### src/include/cfu_consts.svh
// Constants for the condition flag update unit: flag bit positions,
// opcodes, register offsets and reset values.
// Assumes a single 100 MHz clock and a plain strobe register port.
`ifndef CFU_CONSTS_SVH
`define CFU_CONSTS_SVH

// ----------------------------------------
// Flag bits in word 03
// ----------------------------------------
`define CFU_BIT_ERR 4'hb
`define CFU_BIT_CY 4'hc
`define CFU_BIT_LT 4'hd
`define CFU_BIT_EQ 4'he
`define CFU_BIT_GT 4'hf

// ----------------------------------------
// Function codes
// ----------------------------------------
`define CFU_OP_END 8'h01
`define CFU_OP_STEP 8'h04
`define CFU_OP_SNEXT 8'h05
`define CFU_OP_MDLY 8'h20
`define CFU_OP_FDLY 8'h21
`define CFU_OP_ADLY 8'h22
`define CFU_OP_DRUM 8'h23
`define CFU_OP_FCNT 8'h24
`define CFU_OP_ANA1 8'h25
`define CFU_OP_ANA2 8'h26
`define CFU_OP_COPY 8'h30
`define CFU_OP_ICOPY 8'h31
`define CFU_OP_CMP 8'h32
`define CFU_OP_SHIFT 8'h33
`define CFU_OP_RCMP 8'h34
`define CFU_OP_ADD 8'h40
`define CFU_OP_SUB 8'h41
`define CFU_OP_AND 8'h42
`define CFU_OP_OR 8'h43
`define CFU_OP_CLC 8'h44

// ----------------------------------------
// Registers
// ----------------------------------------
`define CFU_ADDR_FLAGS 4'h0
`define CFU_ADDR_STATUS 4'h1
`define CFU_ADDR_MASK 4'h2
`define CFU_ADDR_COUNT 4'h3
`define CFU_FLAGS_RST 5'h00
`define CFU_MASK_RST 3'h0

`endif

### src/include/cfu_pkg.sv
// Types for the condition flag update unit.
// Assumes cfu_consts.svh is on the include path.
package cfu_pkg;

  // Flag set, packed in word 03 order from bit 11 upward
  typedef struct packed {
    logic gt;
    logic eq;
    logic lt;
    logic cy;
    logic er;
  } cfu_flags_t;

  // Which flags an instruction class may touch
  typedef struct packed {
    logic gt;
    logic eq;
    logic lt;
    logic cy;
    logic er;
  } cfu_upd_t;

endpackage : cfu_pkg

### src/cfu_flag_unit.sv
// Condition flag update unit of the instruction processor.
// Assumes one instruction strobe per cycle at most, operands already
// fetched; the result word is written back by the caller.
//
// The register offsets and the strobed register port were left to the implementer.
`timescale 1ns/1ps
`include "cfu_consts.svh"

module cfu_flag_unit
  import cfu_pkg::*;
(
  // Clock and reset
  input wire logic clock,
  input wire logic rst,
  // Instruction issue
  input wire logic instr_valid,
  input wire logic [7:0] instr_op,
  input wire logic [15:0] operand_a,
  input wire logic [15:0] operand_b,
  input wire logic operand_bad,
  input wire logic shift_carry_valid,
  input wire logic shift_carry_bit,
  // Execution result
  output logic instr_executed,
  output logic [15:0] result_word,
  output logic [15:0] flag_word,
  output logic bad_input_flag,
  output logic carry_flag,
  output logic less_flag,
  output logic same_flag,
  output logic greater_flag,
  // Register port
  input wire logic [3:0] reg_addr,
  input wire logic [15:0] reg_wdata,
  input wire logic reg_write,
  input wire logic reg_read,
  output logic [15:0] reg_rdata,
  // Interrupt
  output logic irq
);

  // ----------------------------------------
  // State
  // ----------------------------------------
  typedef struct packed {
    cfu_flags_t flags;
    logic [2:0] status;
    logic [2:0] mask;
    logic [15:0] result;
    logic executed;
    logic [15:0] skip_count;
    logic [15:0] rdata;
  } cfu_state_t;

  cfu_state_t state_reg;
  cfu_state_t state_next;

  // ----------------------------------------
  // Helpers
  // ----------------------------------------
  // Which flags each class may update
  function automatic cfu_upd_t upd_mask(input logic [7:0] op);
    cfu_upd_t m;
    m = '0;
    unique case (op)
      `CFU_OP_ADD, `CFU_OP_SUB: begin
        m.er = 1'b1;
        m.cy = 1'b1;
        m.eq = 1'b1;
      end
      `CFU_OP_AND, `CFU_OP_OR, `CFU_OP_COPY, `CFU_OP_ICOPY: begin
        m.er = 1'b1;
        m.eq = 1'b1;
      end
      `CFU_OP_CMP: begin
        m.er = 1'b1;
        m.lt = 1'b1;
        m.eq = 1'b1;
        m.gt = 1'b1;
      end
      `CFU_OP_STEP, `CFU_OP_SNEXT, `CFU_OP_SHIFT, `CFU_OP_DRUM,
      `CFU_OP_FCNT, `CFU_OP_RCMP: begin
        m.er = 1'b1;
      end
      default: begin
        m = '0;
      end
    endcase
    return m;
  endfunction : upd_mask

  // Four-digit decimal add or subtract with carry/borrow
  function automatic logic [16:0] bcd_arith(input logic [15:0] a,
                                            input logic [15:0] b,
                                            input logic cin,
                                            input logic sub);
    logic [4:0] d;
    logic c;
    logic [15:0] r;
    c = cin;
    r = '0;
    for (int i = 0; i < 4; i++) begin
      if (sub) begin
        d = {1'b0, a[i*4 +: 4]} - {1'b0, b[i*4 +: 4]} - {4'h0, c};
        c = d[4];
        if (c) begin
          d = d + 5'h0a;
        end
      end else begin
        d = {1'b0, a[i*4 +: 4]} + {1'b0, b[i*4 +: 4]} + {4'h0, c};
        c = (d > 5'h09);
        if (c) begin
          d = d - 5'h0a;
        end
      end
      r[i*4 +: 4] = d[3:0];
    end
    return {c, r};
  endfunction : bcd_arith

  // ----------------------------------------
  // Next state
  // ----------------------------------------
  always_comb begin
    cfu_upd_t upd;
    logic [16:0] sum;
    logic [15:0] res;
    logic [2:0] ev;
    upd = upd_mask(instr_op);
    sum = '0;
    res = '0;
    ev = '0;
    state_next = state_reg;
    state_next.executed = 1'b0;
    state_next.rdata = '0;

    if (instr_valid) begin
      if (instr_op == `CFU_OP_END) begin
        state_next.flags = `CFU_FLAGS_RST;
        state_next.executed = 1'b1;
      end else if (state_reg.flags.er && upd.er) begin
        // Skipped; flags hold for the rest of the scan
        state_next.skip_count = state_reg.skip_count + 16'h0001;
        ev[1] = 1'b1;
      end else if (instr_op == `CFU_OP_CLC) begin
        if (!state_reg.flags.er) begin
          state_next.flags.cy = 1'b0;
        end
        state_next.executed = 1'b1;
      end else begin
        state_next.executed = 1'b1; // timers still run
        unique case (instr_op)
          `CFU_OP_ADD, `CFU_OP_SUB: begin
            sum = bcd_arith(operand_a, operand_b, state_reg.flags.cy,
                            instr_op == `CFU_OP_SUB);
            res = sum[15:0];
          end
          `CFU_OP_AND: res = operand_a & operand_b;
          `CFU_OP_OR: res = operand_a | operand_b;
          `CFU_OP_COPY: res = operand_a;
          `CFU_OP_ICOPY: res = ~operand_a;
          default: res = state_reg.result;
        endcase
        if (upd.er) begin
          state_next.flags.er = operand_bad;
          ev[0] = operand_bad;
        end
        // Other flags only move on clean operands
        if (!operand_bad && !state_reg.flags.er) begin
          state_next.result = res;
          if (upd.cy) begin
            state_next.flags.cy = sum[16];
          end
          if (upd.eq && !upd.gt) begin
            state_next.flags.eq = (res == 16'h0000);
          end
          if (upd.gt) begin
            state_next.flags.gt = operand_a > operand_b;
            state_next.flags.lt = operand_a < operand_b;
            state_next.flags.eq = operand_a == operand_b;
          end
        end
      end
      // Shift chain reports its bit through carry when allowed
      if (instr_op == `CFU_OP_SHIFT && shift_carry_valid &&
          !state_reg.flags.er && !operand_bad) begin
        state_next.flags.cy = shift_carry_bit;
      end
      ev[2] = (instr_op == `CFU_OP_END);
    end

    // Register writes; a new event beats the write-one clear
    if (reg_write && reg_addr == `CFU_ADDR_MASK) begin
      state_next.mask = reg_wdata[2:0];
    end
    if (reg_write && reg_addr == `CFU_ADDR_STATUS) begin
      state_next.status = state_reg.status & ~reg_wdata[2:0];
    end
    if (reg_write && reg_addr == `CFU_ADDR_COUNT) begin
      state_next.skip_count = '0;
    end
    state_next.status = state_next.status | ev;

    if (reg_read) begin
      unique case (reg_addr)
        `CFU_ADDR_FLAGS: state_next.rdata = flag_word;
        `CFU_ADDR_STATUS: state_next.rdata = {13'h0000, state_reg.status};
        `CFU_ADDR_MASK: state_next.rdata = {13'h0000, state_reg.mask};
        `CFU_ADDR_COUNT: state_next.rdata = state_reg.skip_count;
        default: state_next.rdata = '0;
      endcase
    end
  end

  always_ff @(posedge clock) begin
    if (rst) begin
      state_reg <= '0;
    end else begin
      state_reg <= state_next;
    end
  end

  // ----------------------------------------
  // Outputs
  // ----------------------------------------
  assign flag_word = {state_reg.flags, 11'h000};
  assign bad_input_flag = state_reg.flags.er;
  assign carry_flag = state_reg.flags.cy;
  assign less_flag = state_reg.flags.lt;
  assign same_flag = state_reg.flags.eq;
  assign greater_flag = state_reg.flags.gt;
  assign instr_executed = state_reg.executed;
  assign result_word = state_reg.result;
  assign reg_rdata = state_reg.rdata;
  assign irq = |(state_reg.status & state_reg.mask);

endmodule : cfu_flag_unit

### config.mk
export PLATFORM = sky130hd
export DESIGN_NAME = cfu_flag_unit
export DESIGN_NICKNAME = d
export VERILOG_FILES = /design/src/include/cfu_pkg.sv /design/src/cfu_flag_unit.sv
export VERILOG_INCLUDE_DIRS = /design/src /design/src/include
export SDC_FILE = /design/constraint.sdc
export NUM_CORES = 1
export LEC_CHECK = 0
export BUFFER_PORTS_ARGS = -buffer_cell sky130_fd_sc_hd__buf_2
export CORE_UTILIZATION = 58
export CTS_CLUSTER_DIAMETER = 150
export CTS_CLUSTER_SIZE = 28
export DETAILED_ROUTE_END_ITERATION = 8
export GPL_ROUTABILITY_DRIVEN = 1
export PLACE_DENSITY = 0.83
export SLEW_MARGIN = 20
export SYNTH_ARGS = -nofsm -noshare
export SYNTH_HDL_FRONTEND = slang
export SYNTH_SLANG_ARGS = --single-unit
### constraint.sdc
create_clock -name clock -period 12.75 [get_ports clock]
set_input_delay 3.1875 -clock clock [delete_from_list [all_inputs] [get_ports clock]]
set_output_delay 3.1875 -clock clock [all_outputs]
set_load 0.02 [all_outputs]
==> summary.md, run 1 <==
| Metric | Value |
|---|---|
| Outcome | `finished clean` |
| Hold EP | `state_reg[53]` |
| Post-synth ARST share | `0` |
| CP endpoint kind | `register` |
| # setup viols final | `0` |
| Synthesized area per cell | `8.03 um2` |
| Clock skew | `0.00803 ns` |
| Worst Tran Pin Value | `0.986 ns` |
| Initial antenna violation count | `0` |
| Max stage delay on crit path | `0.48 ns` |
| WS Path Type | `in2reg` |
| WL per Instance | `17.0 um` |
| Total grt overflow | `0` |
| Initial DRT Pass Iterations | `8` |
| Ant diodes | `0` |
| Critical Path RT | `13.00 ns` |
| Highest ir drop seen on vdd | `0.124 mV` |
| Worst Path Buf+Inv | `6` |
| Crit path time final | `12.10 ns` |
| RSZ-0062 raised after global routing | `false` |
| Leak | `0.00324 uW` |
| Pins over their slew limit | `0` |
| Crit path launch | `operand_a[0]` |
| Placer Congestion | `0.942` |
| Ranking of synthesized cells by area | `dfxtp_1, ha_1, buf_4` |
| Via Count | `6152` |
| Synth area leader | `dfxtp_1` |
| Rows | `38` |
| Core ar. | `11000 um2` |
| Crit. path cell count | `37` |
| Synthesized instance count | `822` |
| Largest net degree at the start of global routing | `50` |
| CTS hold repair buffers | `0` |
| IO buf count | `98` |
| Vias in the first global route | `5533` |
| First-pass GRT wire length | `27500 um` |
| H-Tree Depth | `3` |
| Overall global routing resource usage | `0.298` |
| I/O pin count | `123` |
| CTS Buffer Depth | `2` |
| Post-synth EDFFs | `0` |
| Critical path fanouts, max | `5` |
| Die area | `11800 um2` |
| Max reg flops | `22` |
| Peak Freq | `0.0826 GHz` |
| PD cells | `97.3 nW/um2` |
| Max Cap Violations | `0` |
| Final hold viol count | `0` |
| Post-CTS Setup Repair Bufs | `0` |
| Critical path startpoint category | `input pin` |
| Path type of the worst min-delay path | `reg2reg` |
| RR Endpoint | `same_flag` |
| FF-to-FF path depth | `38` |
| HPWL after DPL | `12900 um` |
| Die Ht | `109 um` |
| Hold depth | `2` |
| Post-cts sizing count | `0` |
| Netlist cell types | `78` |
| Synth Warn # | `0` |
| Hold wc startpoint | `state_reg[53]` |
| Largest delay share family, worst path | `adder cells` |
| Headroom to the max-slew limit | `0.343` |
| Clock sink total | `60` |
| Initial Util | `0.601` |
| Root Buffer Master | `clkbuf_16` |
| Fin nets | `1030` |
| WHS | `0.484 ns` |
| Top_reg_cell synth | `dfxtp_1` |
| Internal reg-to-reg setup slack | `3.20 ns` |
| Layout cells sized above 1 | `0.157` |
| CTS tree | `built` |
| Setup TNS | `0 ns` |
| Vias/cell | `6.10` |
| Worst-skew pair later-pin latency | `0.33 ns` |
| Area grow syn2layout | `8.01%` |
| Num CTS Buffers | `9` |
| Drt total wl | `17100 um` |
| Final Cycle Share | `0.949` |
| Synth Register Bits | `60` |
| DRC errors left | `0` |
| Worst EP arrival | `12.35 ns` |
| Slowest cell on crit path | `fa_1` |
| Total Power | `694 uW` |
| Area share of the leading cell type in the synthesized netlist | `0.182` |
| Initial DRC Count | `640` |
| Most frequent CP cell | `fa_1` |
| Reg2Reg Launch Point | `carry_flag` |
| Synthesized area | `6600 um2` |
| Worst-path clk slew | `0.06 ns` |
| Seq/Total Area, Yosys | `0.182` |
| Chip Width | `109 um` |
| Post-DRT Antenna Nets | `0` |
==> routing by layer <==
layer,wire length (um),vias up,part of all wire,global-route usage
met1,7430,2865,0.43,0.407
met3,1430,42,0.084,0.0490
met2,7780,312,0.45,0.466
met4,482,0,0.028,0.122
met5,0,-,0,0
li1,-,2933,-,-
==> layout by cell type (no fill, tap or decap), types with 13 or more instances in the layout <==
master,instances
buf_2,98
nor2_1,88
ha_1,82
inv_1,63
dfxtp_1,60
a21oi_1,38
o21ai_0,35
nand2_1,35
nor3_1,25
xnor2_1,23
xor2_1,21
nand3_1,21
a211oi_1,19
fa_1,16
mux2i_1,15
a22oi_1,14
and2_1,13
==> tightest hold or removal path, stage by stage, from the launching register on <==
cell	delay [ns]
dfxtp_1	0.32
nand2_1	0.06
a21oi_1	0.06
==> through the flow <==
| step | cells | utilization | area, um2 | worst slack [ns] |
|---|---|---|---|---|
| final | 1009 | 0.649 | 7130 | 0.648 |
| after global routing | 1009 | 0.649 | 7130 | 0.111 |
| after CTS | 1009 | 0.649 | 7130 | 0.700 |
| after detailed placement | 993 | 0.622 | 6830 | 0.378 |
| after global placement | 993 | 0.622 | 6830 | 0.613 |
| after floorplan | 832 | - | 6640 | 1.68 |
==> cell families (layout without fill, tap and decap cells) <==
group,count (synthesis),after routing,synth area share
buffers and inverters,144,181,0.112
AOI/OAI and AO/OA,191,191,0.204
xor gates and xnor gates,44,44,0.0584
and+or+nand+nor,266,266,0.211
muxes,18,18,0.0279
adders and majority gates,98,98,0.204
DFF,60,60,0.182
other,1,11,0.000568
==> cells in the mapped netlist (5+ instances only) <==
| master | instances |
|---|---|
| nand2_1 | 35 |
| ha_1 | 82 |
| clkbuf_1 | 20 |
| inv_1 | 63 |
| a22oi_1 | 14 |
| a31oi_1 | 5 |
| a21o_1 | 6 |
| nor3_1 | 25 |
| dfxtp_1 | 60 |
| nand2b_1 | 11 |
| nor2b_1 | 8 |
| o22ai_1 | 10 |
| buf_2 | 10 |
| xor2_1 | 21 |
| mux2i_1 | 15 |
| nor4_1 | 6 |
| a2bb2oi_1 | 5 |
| or3_1 | 12 |
| buf_4 | 48 |
| nor2_1 | 88 |
| a211oi_1 | 19 |
| xnor2_1 | 23 |
| o21ai_0 | 35 |
| nand4_1 | 5 |
| and3_1 | 12 |
| a221o_1 | 5 |
| fa_1 | 16 |
| a21oi_1 | 38 |
| and2_1 | 13 |
| nand3_1 | 21 |
==> cell type report <==
cell class              count  area (um2)
clock buffers               9         225
clock inverters             7        75.1
fillers                   977        3850
inverters                  63         236
multi-input cells         628        4700
flip-flops and latches     60        1200
well taps                 140         175
repair buffers            102         520
==> power breakdown <==
group	total [uW]	leakage [uW]	internal (uW)	switching (uW)
logic	255	0.00262	104	151
clock network	245	0.000138	152	93.0
registers	195	0.000486	191	3.56
total	694	0.00324	446	248
==> worst max-delay path by stage <==
stage,to
final,same_flag
after global routing,same_flag
after CTS,same_flag
after detailed placement,same_flag
after global placement,same_flag
after floorplan,same_flag
Power figures use the tool's default switching activity.
==> run 2, diff against run 1 <==
CORE_ASPECT_RATIO = 0.9   (was not set)
CORE_UTILIZATION = 30   (was 58)
PLACE_DENSITY = 0.53   (was 0.83)
==> run 2 against run 1 <==
  * The run now ends with design-rule violations left
  * Global-route usage shrank 12 points
  * Utilization shrank 31 points
  * Combinational power grew 2%
  * Via count shrank 4.0%
  * Total power grew 0.86%
  * Largest cell class unchanged
==> summary.md, run 2 (synthesis gave the netlist of run 1 again) <==
| Metric | Value |
|---|---|
| Area grow syn2layout | `11.0%` |
| Via Count | `5906 (-4.0%)` |
| Max Cap Violations | `0 (unchanged)` |
| Critical Path RT | `13.00 ns (about the same)` |
| # setup viols final | `0 (unchanged)` |
| Rows | `51 (+34%)` |
| Setup TNS | `0 ns (unchanged)` |
| Failing checks | `design-rule violations` |
| WL per Instance | `16.8 um (-1.1%)` |
| Worst-path clk slew | `0.06 ns (about the same)` |
| Die Ht | `143 um (+31%)` |
| Internal reg-to-reg setup slack | `3.25 ns (+0.05 ns)` |
| Pins over their slew limit | `0 (unchanged)` |
| Highest ir drop seen on vdd | `0.0471 mV (-62%)` |
| Chip Width | `158 um (+46%)` |
| Vias in the first global route | `5359 (-3.1%)` |
| Initial DRC Count | `488 (-24%)` |
| Critical path fanouts, max | `5 (unchanged)` |
| Headroom to the max-slew limit | `0.341 (-0.00162)` |
| Most common cell after layout, fill and taps aside | `buf_2` |
| Hold depth | `2 (unchanged)` |
| Clock share of power | `0.350 (-0.002)` |
| RR Endpoint | `same_flag` |
| Clock sink total | `60 (unchanged)` |
| CP endpoint kind | `register` |
| Fin nets | `1030 (unchanged)` |
| HPWL after DPL | `15300 um (+18%)` |
| Initial DRT Pass Iterations | `7 (-1)` |
| I/O pin count | `123 (unchanged)` |
| Post-cts sizing count | `0 (unchanged)` |
| Initial antenna violation count | `0 (unchanged)` |
| Total grt overflow | `0 (unchanged)` |
| Worst EP arrival | `12.30 ns (-0.05 ns)` |
| Leak | `0.00326 uW (+0.40%)` |
| Worst Path Buf+Inv | `7 (+1)` |
| Hold wc startpoint | `state_reg[53]` |
| Int Pwr | `448 uW (+0.33%)` |
| Max stage delay on crit path | `0.50 ns (+0.02 ns)` |
| Placer Congestion | `0.891 (-5.5%)` |
| Worst Tran Pin Value | `0.989 ns (+0.00243 ns)` |
| Sw power | `252 uW (+1.8%)` |
| Peak Freq | `0.0830 GHz (+0.46%)` |
| Post-DRT Antenna Nets | `0 (unchanged)` |
| IO buf count | `98 (unchanged)` |
| Hold EP | `state_reg[53]` |
| Most frequent cells in the layout | `buf_2, nor2_1, ha_1, inv_1, dfxtp_1` |
| Final Cell Area | `7330 um2 (+2.7%)` |
| Largest delay share family, worst path | `adder cells` |
| Num CTS Buffers | `9 (unchanged)` |
| CTS tree | `built` |
| RSZ-0062 raised after global routing | `false` |
| Outcome | `finished, violations left` |
| Post-CTS Setup Repair Bufs | `0 (unchanged)` |
| Vias/cell | `5.09 (-16%)` |
| Drt total wl | `19500 um (+14%)` |
| Overall global routing resource usage | `0.176 (-0.123)` |
| Final Cycle Share | `0.945 (-0.00432)` |
| Sw Share | `0.360 (+0.00335)` |
| Largest net degree at the start of global routing | `50 (unchanged)` |
| Final hold viol count | `0 (unchanged)` |
| Worst-skew pair later-pin latency | `0.34 ns (about the same)` |
| Path type of the worst min-delay path | `reg2reg` |
| CTS hold repair buffers | `0 (unchanged)` |
| Reg power frac | `0.278 (-0.002)` |
| H-Tree Depth | `3 (unchanged)` |
| Layout cells sized above 1 | `0.158 (+0.00115)` |
| Reg2Reg Launch Point | `carry_flag` |
| Max reg flops | `22 (unchanged)` |
| DRC errors left | `3 (+3)` |
| Core ar. | `21600 um2 (+97%)` |
| First-pass GRT wire length | `30300 um (+10%)` |
| Logic pwr share | `0.371 (+0.004)` |
| Ant diodes | `0 (unchanged)` |
| Initial Util | `0.305 (-0.296)` |
| Placed instance area | `7020 um2 (+2.8%)` |
| Clock skew | `0.00815 ns (+0.000120 ns)` |
| PD cells | `95.6 nW/um2 (-1.8%)` |
| Crit path time final | `12.05 ns (-0.0551 ns)` |
| Root Buffer Master | `clkbuf_16` |
| Slowest cell on crit path | `fa_1` |
| CTS Buffer Depth | `2 (unchanged)` |
| Most frequent CP cell | `fa_1` |
| Die area | `22600 um2 (+91%)` |
| Critical path startpoint category | `input pin` |
| WS Path Type | `in2reg` |
| FF-to-FF path depth | `38 (unchanged)` |
run 2: cell count changes in the layout (fill, tap and decap cells not counted), sizes merged:
cell      change
clkinvlp      -3
clkinv        +3
run 2: worst max-delay path by stage:
stage / endpoint / slack, ns / startpoint / cells after the start
6_report: same_flag / 0.70 / operand_b[0] / 39
2_1_floorplan: same_flag / 1.68 / operand_b[0] / 38
5_1_grt: same_flag / 0.007 / operand_b[0] / 39
3_5_place_dp: same_flag / 0.27 / operand_a[0] / 37
4_1_cts: same_flag / 0.61 / operand_a[0] / 37
3_3_place_gp: same_flag / 0.33 / operand_a[0] / 37
run 2: final cells by class:
type / count / area (um2)
inverters: 63 / 236
clock inverters: 7 / 75.1
well taps: 291 / 364
flip-flops and latches: 60 / 1200
clock buffers: 9 / 225
fillers: 2320 / 14300
repair buffers: 102 / 520
multi-input cells: 628 / 4710
run 2: power by group through the flow:
| stage | clock network [uW] | logic, uW | registers (uW) |
|---|---|---|---|
| after floorplan | 0 | 193 | 197 |
| after global placement | 0 | 254 | 199 |
| after detailed placement | 0 | 257 | 199 |
| after CTS | 250 | 258 | 195 |
| after global routing | 261 | 292 | 195 |
| final | 245 | 260 | 195 |
run 2: metrics by stage:
step | total power, uW | hold WS (ns) | setup WS, ns | instances | utilization
5_1_grt | 749 | 0.519 | 0.00706 | 1160 | 0.339
2_1_floorplan | 391 | 0.449 | 1.68 | 832 | -
3_5_place_dp | 456 | 0.476 | 0.270 | 1144 | 0.325
4_1_cts | 703 | 0.484 | 0.607 | 1160 | 0.338
3_3_place_gp | 453 | 0.465 | 0.332 | 1144 | 0.325
6_report | 700 | 0.480 | 0.703 | 1160 | 0.339
run 2: metal layers:
metal / track usage / wire (um) / vias to the layer above
met1: 0.257 / 9780 / 2765
met4: 0.0445 / 255 / 0
li1: - / - / 2942
met5: 0 / 0 / -
met3: 0.0303 / 1080 / 21
met2: 0.263 / 8350 / 178
run 2: tightest hold or removal path: cells and delay by family (launching register included):
family / cells / cell delay (ns)
AOI/OAI and AO/OA: 1 / 0.06
DFF: 1 / 0.32
and+or+nand+nor: 1 / 0.06
